===== src/osc_cfg_consts.svh =====
`ifndef OSC_CFG_CONSTS_SVH
`define OSC_CFG_CONSTS_SVH

// register byte offsets on the bus
`define ADDR_TUNING 12'h000
`define ADDR_PLLCON 12'h004
`define ADDR_CLKSTAT 12'h008
`define ADDR_UNLOCK 12'h00c
// unlock key words, written back to back
`define UNLOCK_KEY1 32'haa99_6655
`define UNLOCK_KEY2 32'h5566_99aa
// field positions
`define TUN_MSB 5
`define ODIV_LSB 24
`define MULT_LSB 16
`define IDIV_LSB 8
`define ICLK_BIT 7
`define RANGE_LSB 0
`define COSC_LSB 0
`define LOCK_BIT 4
`define UNLOCKED_BIT 5
// current oscillator code for the system pll
`define COSC_SYSTEM_PLL 3'h1
`define TUN_RESET 6'h00

`endif


===== src/osc_cfg_pkg.sv =====
package osc_cfg_pkg;
   typedef enum logic [1:0] {
      UL_IDLE = 2'b00,
      UL_KEY1 = 2'b01,
      UL_OPEN = 2'b10
   } unlock_state_t;
   typedef logic [31:0] word_t;
endpackage : osc_cfg_pkg


===== src/write_gate_if.sv =====
`timescale 1ns/10ps
// carries a decoded write between the top and the unlock tracker
interface write_gate_if;
   logic wrStrobe;
   logic [11:0] wrAddr;
   logic [31:0] wrData;
   logic unlocked;
   logic consume;
   modport top (output wrStrobe, output wrAddr, output wrData, output consume, input unlocked);
   modport gate (input wrStrobe, input wrAddr, input wrData, input consume, output unlocked);
endinterface : write_gate_if

===== src/osc_tune_and_pll_config.sv =====
// The APB slave port and the placing of the registers were decided locally.
`timescale 1ns/10ps
`include "osc_cfg_consts.svh"

// Operation
// - tuning register bits 31..6 read zero and ignore writes
// - six-bit signed tuning code offsets the fast rc oscillator, zero is centre
// - tuning and pll control writes only accepted after the unlock sequence
// - pll control bits 31..27, 23, 15..11, 6..3 read zero, ignore writes
// - output divider bits 26..24 read/write, loaded from config word at reset
// - multiplier bits 22..16 read/write, loaded from config word at reset
// - input divider bits 10..8 read/write, loaded from config word at reset
// - bit 7 one selects fast rc, zero selects primary oscillator
// - input source bit loaded from config word at reset
// - range bits 2..0 read/write, loaded from config word at reset
// - pll control writes blocked while current oscillator code is 001
// - read-only current oscillator field reports 001 when pll is in use
// - clock select lock blocks configuration writes, cleared only by reset
module osc_tune_and_pll_config
   import osc_cfg_pkg::*;
(
   // clock and reset
   input wire logic clk,
   input wire logic rst,
   // apb slave
   input wire logic psel,
   input wire logic penable,
   input wire logic pwrite,
   input wire logic [11:0] paddr,
   input wire logic [31:0] pwdata,
   output logic [31:0] prdata,
   output logic pready,
   output logic pslverr,
   // second config word defaults, stable around reset release
   input wire logic [2:0] cfgOutputDividerDefault,
   input wire logic [6:0] cfgMultiplierDefault,
   input wire logic [2:0] cfgInputDividerDefault,
   input wire logic cfgInputSourceDefault,
   input wire logic [2:0] cfgRangeDefault,
   // clock system status
   input wire logic [2:0] currentOscSelect,
   input wire logic clockSelectLock,
   // outputs to oscillator and pll
   output logic [5:0] tuningCode,
   output logic [2:0] pllOutputDivider,
   output logic [6:0] pllMultiplier,
   output logic [2:0] pllInputDivider,
   output logic pllInputSourceSelect,
   output logic [2:0] pllRangeSelect
);
   import osc_cfg_pkg::*;

   ////////////////////////////////////////////////////////////////////////////////
   // bus decode
   write_gate_if wg ();
   logic wrEn;
   logic pllActive;
   logic tunWrOk;
   logic pllWrOk;
   logic loadDefaults_reg;
   logic mapped;
   logic lockSticky_reg;
   logic clockLocked;

   function automatic logic isMapped(input logic [11:0] a);
      isMapped = (a == `ADDR_TUNING) || (a == `ADDR_PLLCON) ||
                 (a == `ADDR_CLKSTAT) || (a == `ADDR_UNLOCK);
   endfunction : isMapped

   // the two registers that need the unlock
   function automatic logic isProtected(input logic [11:0] a);
      isProtected = (a == `ADDR_TUNING) || (a == `ADDR_PLLCON);
   endfunction : isProtected

   assign pready = 1'b1; // zero wait states
   assign wrEn = psel && penable && pwrite;
   assign mapped = isMapped(paddr);
   assign pslverr = psel && penable && !mapped;
   assign pllActive = (currentOscSelect == `COSC_SYSTEM_PLL);
   // the raw input blocks at once, the sticky copy keeps blocking until reset
   assign clockLocked = lockSticky_reg || clockSelectLock;
   assign tunWrOk = wg.unlocked && !clockLocked;
   assign pllWrOk = tunWrOk && !pllActive;

   assign wg.wrStrobe = wrEn;
   assign wg.wrAddr = paddr;
   assign wg.wrData = pwdata;
   // any protected write, accepted or not, uses up the unlock
   assign wg.consume = wrEn && isProtected(paddr);

   unlock_seq u_unlock (
      .clk(clk),
      .rst(rst),
      .wg(wg)
   );

   ////////////////////////////////////////////////////////////////////////////////
   // the lock is kept here too, so a lock input that falls again cannot reopen
   // the configuration; only a reset clears it
   always_ff @(posedge clk or posedge rst)
   begin
      if (rst)
         lockSticky_reg <= 1'b0;
      else if (clockSelectLock)
         lockSticky_reg <= 1'b1;
   end

   ////////////////////////////////////////////////////////////////////////////////
   // defaults are sampled by the clock after reset, never through the async path
   always_ff @(posedge clk or posedge rst)
   begin
      if (rst)
         loadDefaults_reg <= 1'b1;
      else
         loadDefaults_reg <= 1'b0;
   end

   // tuning code, reset to centre frequency
   always_ff @(posedge clk or posedge rst)
   begin
      if (rst)
         tuningCode <= `TUN_RESET;
      else if (wrEn && paddr == `ADDR_TUNING && tunWrOk)
         tuningCode <= pwdata[`TUN_MSB:0];
   end

   // pll fields: loaded from config word, then software; passed through undecoded
   always_ff @(posedge clk or posedge rst)
   begin
      if (rst)
      begin
         pllOutputDivider <= 3'h0;
         pllMultiplier <= 7'h00;
         pllInputDivider <= 3'h0;
         pllInputSourceSelect <= 1'b0;
         pllRangeSelect <= 3'h0;
      end
      else if (loadDefaults_reg)
      begin
         pllOutputDivider <= cfgOutputDividerDefault;
         pllMultiplier <= cfgMultiplierDefault;
         pllInputDivider <= cfgInputDividerDefault;
         pllInputSourceSelect <= cfgInputSourceDefault;
         pllRangeSelect <= cfgRangeDefault;
      end
      else if (wrEn && paddr == `ADDR_PLLCON && pllWrOk)
      begin
         pllOutputDivider <= pwdata[`ODIV_LSB+:3];
         pllMultiplier <= pwdata[`MULT_LSB+:7];
         pllInputDivider <= pwdata[`IDIV_LSB+:3];
         pllInputSourceSelect <= pwdata[`ICLK_BIT];
         pllRangeSelect <= pwdata[`RANGE_LSB+:3];
      end
   end

   ////////////////////////////////////////////////////////////////////////////////
   // read data, registered; unimplemented bits stay zero
   always_ff @(posedge clk or posedge rst)
   begin
      if (rst)
         prdata <= 32'h0000_0000;
      else if (psel && !penable && !pwrite)
      begin
         prdata <= 32'h0000_0000;
         unique case (paddr)
            `ADDR_TUNING: prdata[`TUN_MSB:0] <= tuningCode;
            `ADDR_PLLCON:
            begin
               prdata[`ODIV_LSB+:3] <= pllOutputDivider;
               prdata[`MULT_LSB+:7] <= pllMultiplier;
               prdata[`IDIV_LSB+:3] <= pllInputDivider;
               prdata[`ICLK_BIT] <= pllInputSourceSelect;
               prdata[`RANGE_LSB+:3] <= pllRangeSelect;
            end
            `ADDR_CLKSTAT:
            begin
               prdata[`COSC_LSB+:3] <= currentOscSelect;
               prdata[`LOCK_BIT] <= clockLocked;
               prdata[`UNLOCKED_BIT] <= wg.unlocked;
            end
            default: prdata <= 32'h0000_0000;
         endcase
      end
   end
endmodule : osc_tune_and_pll_config


===== src/unlock_seq.sv =====
`timescale 1ns/10ps
`include "osc_cfg_consts.svh"

// tracks the two-word unlock sequence on the unlock register
module unlock_seq
   import osc_cfg_pkg::*;
(
   // clock and reset
   input wire logic clk,
   input wire logic rst,
   // write stream
   write_gate_if.gate wg
);
   unlock_state_t state_reg;
   unlock_state_t state_next;

   ////////////////////////////////////////////////////////////////////////////////
   // any stray write to the key register breaks the sequence; unlock stays open
   // until one protected write consumes it, so a runaway loop cannot rewrite twice
   always_comb
   begin
      state_next = state_reg;
      if (wg.wrStrobe && wg.wrAddr == `ADDR_UNLOCK)
      begin
         if (wg.wrData == `UNLOCK_KEY1)
            state_next = UL_KEY1;
         else if (wg.wrData == `UNLOCK_KEY2 && state_reg == UL_KEY1)
            state_next = UL_OPEN;
         else
            state_next = UL_IDLE;
      end
      else if (wg.consume)
         state_next = UL_IDLE;
   end

   always_ff @(posedge clk or posedge rst)
   begin
      if (rst)
         state_reg <= UL_IDLE;
      else
         state_reg <= state_next;
   end

   assign wg.unlocked = (state_reg == UL_OPEN);
endmodule : unlock_seq


===== config.mk =====
export PLATFORM = sky130hd
export DESIGN_NAME = osc_tune_and_pll_config
export DESIGN_NICKNAME = d
export VERILOG_FILES = /design/src/osc_cfg_pkg.sv /design/src/write_gate_if.sv /design/src/osc_tune_and_pll_config.sv /design/src/unlock_seq.sv
export VERILOG_INCLUDE_DIRS = /design/src
export SDC_FILE = /design/constraint.sdc
export NUM_CORES = 1
export LEC_CHECK = 0
export BUFFER_PORTS_ARGS = -buffer_cell sky130_fd_sc_hd__clkbuf_2
export CORE_AREA = 4 4 128 69
export CTS_CLUSTER_SIZE = 25
export DETAILED_ROUTE_END_ITERATION = 10
export DIE_AREA = 0 0 132 73
export SETUP_SLACK_MARGIN = 0.4
export SKIP_LAST_GASP = 1
export SLEW_MARGIN = 10
export SYNTH_ARGS = -nofsm -noshare
export SYNTH_HDL_FRONTEND = slang
export SYNTH_SLANG_ARGS = --single-unit

===== constraint.sdc =====
create_clock -name clk -period 1.8 [get_ports clk]
set_clock_uncertainty 0.15 [all_clocks]
set_input_delay 0.45 -clock clk [delete_from_list [all_inputs] [get_ports clk]]
set_output_delay 0.45 -clock clk [all_outputs]
set_load 0.01 [all_outputs]

# After elaboration in Yosys (flattened, before gate mapping)
# Cells that the tools add are included.
[word_totals]
ff_bits = 47
inputBits = 70
output_inout_bits = 57
elab_cells = 64
[classes]
eq_ne = 8
muxes = 20
n_reduce_logical = 26
[ops]
columns = ["cell", "count"]
rows = [
  ["equality test 32 x 31 -> 1 bit, second input constant", 1],
  ["equality test 32 bit, second input constant", 1],
  ["equality test 12 x 4 -> 1 bit, second input constant", 2],
  ["two-way mux 3 bit", 7],
  ["two-way mux 7 bit", 3],
  ["logical AND 1 bit", 14],
  ["equality test 12 x 3 -> 1 bit, second input constant", 1],
  ["logical NOT 12 bit", 1],
  ["one-hot mux 3 bit (3 select lines)", 1],
  ["two-way mux 2 bit", 4],
  ["logical NOT 1 bit", 5],
  ["logical OR 1 bit", 4],
  ["two-way mux 4 bit", 1],
  ["one-hot mux 2 bit (2 select lines)", 1],
  ["nonzero test 2 bit", 2],
  ["equality test 3 x 1 -> 1 bit, second input constant", 1],
  ["two-way mux 1 bit", 3],
  ["equality test 2 x 1 -> 1 bit, second input constant", 1],
  ["equality test 2 bit, second input constant", 1],
]

# Depth between registers and ports, before layout
# Gate-level depths: netlist of the first run.
[logic_depth]
depth_word = 7
depth_mapped = 6

# Hierarchy
# A second synthesis of the first run with hierarchy kept.
[unflattened]
hier_cells = 247
hier_area_um2 = 2591.2
[modules_own_cells]
columns = ["mod", "instances", "cells_each", "area_per_inst_um2"]
rows = [
  ["osc_tune_and_pll_config", 1, 210, 2270.9],
  ["unlock_seq", 1, 37, 320.3],
]

# Worst setup path after synthesis of the first run
# OpenSTA, ideal clock, no wires.
[synth_timing]
path_type = "input port to flip-flop"
startpoint = "in paddr[9]"
endpoint = "reg tuningCode[0]"
setup_ns = 0.125
arrival_time_ns = 1.723
required_time_ns = 1.525
slack_ns = -0.198
stages = 4
n_path_buf = 0
path_cell_list = "nor4_4 > nand4_4 > nor3_4 > mux2_4"
[synth_via]
elab_chain_cells = 3
[synth_lines]
columns = ["element", "line", "rtl"]
rows = [
  ["from (decl)", "osc_tune_and_pll_config.sv:29", "input wire logic [11:0] paddr,"],
  ["logical NOT 12 bit", "n/a", ""],
  ["logical AND 1 bit (no source line)", "n/a", ""],
  ["logical AND 1 bit", "osc_tune_and_pll_config.sv:123", "else if (wrEn && paddr == `ADDR_TUNING && tunWrOk)"],
  ["to (signal assigned)", "osc_tune_and_pll_config.sv:122", "tuningCode <= `TUN_RESET;"],
  ["to (signal assigned)", "osc_tune_and_pll_config.sv:124", "tuningCode <= pwdata[`TUN_MSB:0];"],
  ["to (decl)", "osc_tune_and_pll_config.sv:44", "output logic [5:0] tuningCode,"],
]
# Every way passes these cells.
# A chain may end at the register's enable or synchronous reset.

# Worst setup path after layout of the first run
[layout_timing]
startpoint = "in paddr[10]"
endpoint = "out pslverr"
[layout_via]
elab_chain_cells = 6
elab_cells_between_ends = 9
[layout_lines]
columns = ["element", "line", "rtl"]
rows = [
  ["equality test 12 x 3 -> 1 bit / logical NOT 12 bit (equally long branches)", "n/a", ""],
  ["logical OR 1 bit (2 in series)", "osc_tune_and_pll_config.sv:66", "isMapped = (a == `ADDR_TUNING) || (a == `ADDR_PLLCON) ||"],
  ["logical OR 1 bit (*)", "osc_tune_and_pll_config.sv:66", ""],
  ["logical NOT 1 bit (*)", "osc_tune_and_pll_config.sv:78", "assign pslverr = psel && penable && !mapped;"],
  ["logical AND 1 bit (*)", "osc_tune_and_pll_config.sv:78", ""],
  ["to (decl)", "osc_tune_and_pll_config.sv:33", "output logic pslverr,"],
]
# Mark *: on every way between the ends. The rest lies on a longest branch, timed or not.

==> results.py, run 1 <==
metrics = {
    "layout": {
        "mostFrequentLayoutCell": "sky130_fd_sc_hd__clkbuf_2",
        "antenna_cells_inserted": 0,
        "layout-area-overhead-vs-synth_pct": 70.9,
        "largest_register_ff_count": 20,
        "n_fill_cell": 691,
        "most-common-layout-cells": "sky130_fd_sc_hd__clkbuf_2, sky130_fd_sc_hd__buf_4, sky130_fd_sc_hd__dfrtp_1, sky130_fd_sc_hd__nor2b_1, sky130_fd_sc_hd__and3_1",
        "top_regs": "prdata x20, pllMultiplier x7, tuningCode x6",
        "registers.top_by_ff_count": "prdata",
        "final_nets": 527,
        "post_route_cells_drive_above_1_share_pct": 57.8,
    },
    "timing": {
        "fin_worst_hold_slack_ns": 0.0633,
        "report.final.slew_viol_count": 0,
        "finalSetupTns_ns": -0.128,
        "finalSetupViolCount": 6,
        "timing.final.hold_violations": 0,
        "grt_setup_unrepaired": "yes",
        "max_slew.worst_pin.slew_ns": 0.505,
        "max-slew-margin-rel_pct": 66.3,
        "max_freq_mhz": 540,
        "layout_worst_path_cycle_share_pct": 103,
        "timing.final.ws_setup_ns": -0.0529,
        "finalWorstPathRequiredPeriod_ns": 1.85,
    },
    "worst_setup_path": {
        "cp_data_arrival_time_ns": 1.25,
        "worst-setup-path-type": "in2out",
        "reg2reg_end": "pllRangeSelect[0]",
        "timing.critical_path.slowest_stage_cell": "sky130_fd_sc_hd__nor4_4",
        "critical-path-max-stage-delay_ns": 0.31,
        "cp_required_ns": 1.20,
        "crit_family": "simple AND/OR/NAND/NOR gates",
        "cpMostUsedCell": "sky130_fd_sc_hd__buf_6",
        "cp.buffers_inverters": 2,
        "crit-reg2reg-launch": "u_unlock.state_reg[1]",
        "r2r_slack_ns": 0,
        "timing.critical_path.cells": "buf_6 -> nor4_4 -> nand3_2 -> and3_4 -> buf_6",
        "worstSetupEndpointType": "primary output",
        "crit_path_start_kind": "input pin",
        "worstRegToRegCells": 7,
        "timing.critical_path.fanout_max": 2,
    },
    "detailed_routing": {
        "drt_first_iter_violations": 78,
        "routed_via_density": 5.05,
        "route.vias.total": 2812,
        "avgRoutedWirePerCell_um": 18.3,
        "top_layer_used": "met4",
        "drt_pass1_iterations": 4,
        "route.layer.met1.wl_mm": 5.05,
        "routed_wl_mm": 10.2,
        "met2_length_mm": 4.21,
        "ant_nets": 0,
        "remaining_design_rule_violation_count": 0,
        "met3_wirelength_um": 834,
    },
    "hold_path": {
        "min-delay-path-class": "in2async",
    },
    "clock_network": {
        "clk_path_buf_depth": 2,
        "tritoncts_num_sinks": 47,
        "cts_htree_levels": 2,
        "path_clk_slew_ns": 0.06,
        "cts_tree": "yes",
        "holdBufCountCts": 0,
        "worstSkewPairLatency_ns": 0.29,
        "cts_root_buf": "sky130_fd_sc_hd__clkbuf_16",
        "numCtsBuffers": 5,
    },
    "placed_design": {
        "port_buffers": 113,
        "post-dp-hpwl_mm": 7.25,
        "gp_congestion": 0.820,
    },
    "die": {
        "design.core.area_sq_mm": 0.00774,
        "placementRows": 23,
        "ioPinCount": 127,
        "dieWidth_um": 132,
        "initial_core_util_pct": 34.1,
        "die_ar_sq_mm": 0.00964,
        "chipHeight_um": 73,
    },
    "grt": {
        "first_pass_grt_wire_length_mm": 14.9,
        "via_count_of_the_first_global_routing_pass": 2793,
        "largest_net_degree_at_the_start_of_global_routing": 48,
        "antenna_found_initial": 0,
        "globalRoute.totalOverflow": 0,
        "grt_use_total_pct": 20.0,
    },
    "logic_synthesis": {
        "syn_area_sq_mm": 0.00264,
        "syn-mean-instance-area_sq_um": 10.1,
        "count_of_flip_flops_with_a_built_in_enable_after_synthesis": 0,
        "synth.ff_latch_count": 47,
        "synth.top_cell.area_share_pct": 43.6,
        "yosys_warnings": 0,
        "synthArstFlopShare_pct": 100,
        "synth_seq_area_share_pct": 44.6,
        "post_synth_inst_count": 260,
        "synth_largest_area_cell": "sky130_fd_sc_hd__dfrtp_1",
        "distinct_cell_type_count_after_synthesis": 41,
        "synth_flop_cell": "sky130_fd_sc_hd__dfrtp_1",
        "yosys-top-cells-area": "sky130_fd_sc_hd__dfrtp_1, sky130_fd_sc_hd__nor4bb_1, sky130_fd_sc_hd__a22o_1, sky130_fd_sc_hd__and3_1, sky130_fd_sc_hd__nor2b_1",
    },
    "run": {
        "timing.max_cap.violations": 0,
    },
    "run_status": {
        "violated_checks": "setup timing",
        "status": "finished with violations",
    },
    "pwr": {
        "power_per_cell_area_mw_per_mm2": 594,
        "fin_total_pwr_w": 0.00268,
        "peakVddDrop_v": 0.000373,
        "leakagePower_nw": 2.36,
    },
}
area by class of cell:
cell class                 count  area [sq um]  area share [%]
multi-input combinational    192          1550            34.4
timing repair buffer         208          1480            32.8
sequential                    47          1180            26.1
clock buffer                   6           129            2.86
tap                          100           125            2.78
clock inverter                 1          30.0           0.666
inverter                       3          15.0           0.333
worst reg2reg max path, delay by kind of cell (launching register included):
family                 cells  cell delay, ns
AO/OA/AOI/OAI              2            0.30
AND/OR/NAND/NOR            2            0.29
flip-flops                 1            0.41
buffers and inverters      3            0.53
metrics by stage:
step | instances | utilization (%) | area (sq um) | setup WS [ns]
CTS | 535 | 52.8 | 4090 | -0.0723
floorplan | 272 | - | 2740 | -0.141
global placement | 495 | 46.7 | 3610 | -0.268
finish | 557 | 58.2 | 4510 | -0.0529
global route | 557 | 58.2 | 4510 | -0.0931
detailed placement | 495 | 46.7 | 3610 | -0.290
how the worst max path moves through the flow:
stage	end	cells past startpoint	from	slack, ns
floorplan	tuningCode[0]	4	paddr[10]	-0.14
global placement	u_unlock.state_reg[1]	6	pwdata[1]	-0.27
detailed placement	u_unlock.state_reg[1]	6	pwdata[1]	-0.29
CTS	pslverr	5	paddr[1]	-0.07
global route	pslverr	5	paddr[10]	-0.09
finish	pslverr	5	paddr[10]	-0.05
metal layers:
metal / vias to the layer above / global-route usage [%]
met5: - / 0
met4: 0 / 4.42
met3: 9 / 7.58
met2: 101 / 27.9
met1: 1350 / 29.4
li1: 1352 / -
what timing repair did:
action                     CTS  global route
gates resized for setup     11            64
setup endpoints to repair   88            89
setup buffers               33            20
cloned                       0             2
pin swaps                   11            14
synth_stat cells (all sizes together) (3+ instances only):
cell    number
and3        19
mux2         6
dfrtp       46
clkbuf      13
o21ai       19
nor2b       19
a211o        3
nand4        5
a21oi       17
nor3         3
buf         17
nor2         8
mux2i        3
o31ai        3
inv          3
nand2        6
and2         3
nor4bb      16
a31oi       17
a22o        15
nand3        3
cells by family after synthesis:
| kind of cell | Yosys count | synth area share, % |
|---|---|---|
| compound gates | 77 | 18.6 |
| buf+inv | 33 | 6.83 |
| flops | 47 | 44.6 |
| mux | 9 | 4.55 |
| other cells | 2 | 0.285 |
| simple gates | 92 | 25.1 |
report_power, final:
part / total, W / internal (W) / switching [W]
Sequential: 0.00113 / 0.00109 / 0.0000373
Clock: 0.00104 / 0.000648 / 0.000390
Combinational: 0.000508 / 0.000263 / 0.000245
(Power assumes the default switching activity.)
==> inputs of run 2 (changes only) <==
CELL_PAD_IN_SITES_DETAIL_PLACEMENT = 0   (was default)
CELL_PAD_IN_SITES_GLOBAL_PLACEMENT = 1   (was default)
CORE_AREA = 4 4 136 73   (was 4 4 128 69)
DIE_AREA = 0 0 140 77   (was 0 0 132 73)
PLACE_DENSITY_LB_ADDON = 0.1   (was default)
==> run 2 against run 1 <==
Compared with the run above:
- the flow still finishes with violations (setup timing)
- combinational power grew 2%
- power rose by 3.3%
- routed wire length down 1.5%
- critical path type unchanged
- largest power group unchanged
==> results.py, run 2 (synthesized netlist as in run 1, its figures left out) <==
metrics = {
    "worst_setup_path": {
        "worstSetupEndpointType": "primary output",
        "worst-setup-path-type": "in2out",
        "critical_path.startpoint": "paddr[1]",
        "cp_required_ns": 1.20,
        "crit_path_start_kind": "input pin",
        "crit-reg2reg-launch": "lockSticky_reg",
        "timing.critical_path.fanout_max": 2,
        "cp_data_arrival_time_ns": 1.24,
    },
    "placed_design": {
        "gp_congestion": 0.776,
        "post-dp-hpwl_mm": 7.11,
        "post-place-cells": 510,
        "placedInstanceArea_sq_mm": 0.00359,
        "port_buffers": 113,
    },
    "die": {
        "ioPinCount": 127,
        "chipHeight_um": 77,
        "placementRows": 24,
        "dieWidth_um": 140,
        "die_ar_sq_mm": 0.0108,
        "initial_core_util_pct": 30.7,
        "design.core.area_sq_mm": 0.00859,
    },
    "detailed_routing": {
        "remaining_design_rule_violation_count": 0,
        "drt_first_iter_violations": 103,
        "avgRoutedWirePerCell_um": 17.5,
        "route.vias.total": 2804,
        "ant_nets": 0,
        "drt_pass1_iterations": 4,
        "routed_via_density": 4.90,
        "routed_wl_mm": 10.0,
    },
    "hold_path": {
        "min-delay-path-class": "in2async",
    },
    "pwr": {
        "peakVddDrop_v": 0.000364,
        "power_per_cell_area_mw_per_mm2": 595,
        "fin_total_pwr_w": 0.00277,
        "leakagePower_nw": 2.30,
    },
    "timing": {
        "timing.final.ws_setup_ns": -0.0433,
        "report.final.slew_viol_count": 0,
        "layout_worst_path_cycle_share_pct": 102,
        "max_freq_mhz": 543,
        "grt_setup_unrepaired": "yes",
        "finalSetupViolCount": 1,
        "timing.final.hold_violations": 0,
        "finalWorstPathRequiredPeriod_ns": 1.84,
        "max_slew.worst_pin.slew_ns": 0.828,
        "max-slew-margin-rel_pct": 44.8,
    },
    "layout": {
        "final_nets": 524,
        "final_standard_cell_count_with_taps_included_and_fillers_excluded": 572,
        "postLayoutCellArea_sq_mm": 0.00465,
        "top_regs": "prdata x20, pllMultiplier x7, tuningCode x6",
        "registers.top_by_ff_count": "prdata",
        "largest_register_ff_count": 20,
        "mostFrequentLayoutCell": "sky130_fd_sc_hd__clkbuf_2",
        "post_route_cells_drive_above_1_share_pct": 59.8,
        "most-common-layout-cells": "sky130_fd_sc_hd__clkbuf_2, sky130_fd_sc_hd__buf_4, sky130_fd_sc_hd__dfrtp_1, sky130_fd_sc_hd__nor2b_1, sky130_fd_sc_hd__and3_1",
        "layout-area-overhead-vs-synth_pct": 76.4,
        "antenna_cells_inserted": 0,
    },
    "clock_network": {
        "cts_tree": "yes",
        "clk_path_buf_depth": 2,
        "cts_htree_levels": 2,
        "worstSkewPairLatency_ns": 0.29,
        "cts_root_buf": "sky130_fd_sc_hd__clkbuf_16",
        "numCtsBuffers": 5,
        "tritoncts_num_sinks": 47,
        "path_clk_slew_ns": 0.07,
    },
    "run_status": {
        "status": "finished with violations",
        "violated_checks": "setup timing",
    },
    "grt": {
        "grt_use_total_pct": 17.6,
        "globalRoute.totalOverflow": 0,
        "antenna_found_initial": 0,
        "largest_net_degree_at_the_start_of_global_routing": 35,
        "first_pass_grt_wire_length_mm": 15.2,
        "via_count_of_the_first_global_routing_pass": 2907,
    },
    "run": {
        "timing.max_cap.violations": 0,
    },
}
==> run 2: cell types whose count changed in the layout (fill, tap and decap cells not counted), sizes merged <==
| cell | delta |
|---|---|
| buf | -4 |
| clkbuf | +1 |
| inv | +1 |
==> run 2: layer usage <==
metal	global-route usage, %	routed length, um
met5	0	0
met1	23.8	4680
met4	5.80	95
met2	27.9	4760
met3	4.04	487
==> run 2: power by group <==
group	total (W)	internal, W	switching (W)
sequential	0.00113	0.00109	0.0000387
combinational	0.000516	0.000268	0.000248
clock	0.00112	0.000699	0.000420
total	0.00277	0.00206	0.000706
==> run 2: area by class of cell <==
| class | instances | area (sq um) |
|---|---|---|
| tap | 117 | 146 |
| multi-input combinational | 192 | 1680 |
| fill | 815 | 3940 |
| clock inverter | 2 | 38.8 |
| clock buffer | 6 | 139 |
| inverter | 3 | 15.0 |
| sequential | 47 | 1180 |
| timing repair buffer | 205 | 1450 |
==> run 2: timing repair <==
item	4_1_cts	5_1_grt
hold buffers	0	0
pin swaps	33	18
gates resized for setup	41	45
setup endpoints to repair	89	89
cloned	2	1
setup buffers	40	11
hold endpoints to repair	0	0
==> run 2: per-stage QoR <==
stage	utilization [%]	hold slack, ns	setup WS (ns)	TNS [ns]
finish	54.2	0.0162	-0.0433	-0.0433
global route	54.2	0.0441	-0.0869	-1.37
CTS	50.7	0.0226	-0.0664	-0.0664
detailed placement	41.8	0.328	-0.288	-6.65
global placement	41.8	0.319	-0.232	-5.12
floorplan	-	0.299	-0.141	-1.51
==> run 2: critical path, stage by stage <==
cell and delay, ns:
sky130_fd_sc_hd__buf_6 0.10, sky130_fd_sc_hd__nor4_4 0.30, sky130_fd_sc_hd__nand3_2 0.12, sky130_fd_sc_hd__and3_4 0.16, sky130_fd_sc_hd__buf_6 0.11
==> run 2: path summary, 6_finish.rpt <==
check,depth (start not counted),to,slack [ns]
max in group asynchronous,3,prdata[7],0.98
max reg2reg,7,pllMultiplier[1],0.03
min reg2reg,2,lockSticky_reg,0.36
max,5,pslverr,-0.04
min,2,prdata[19],0.02
min in group clk,2,prdata[0],0.23
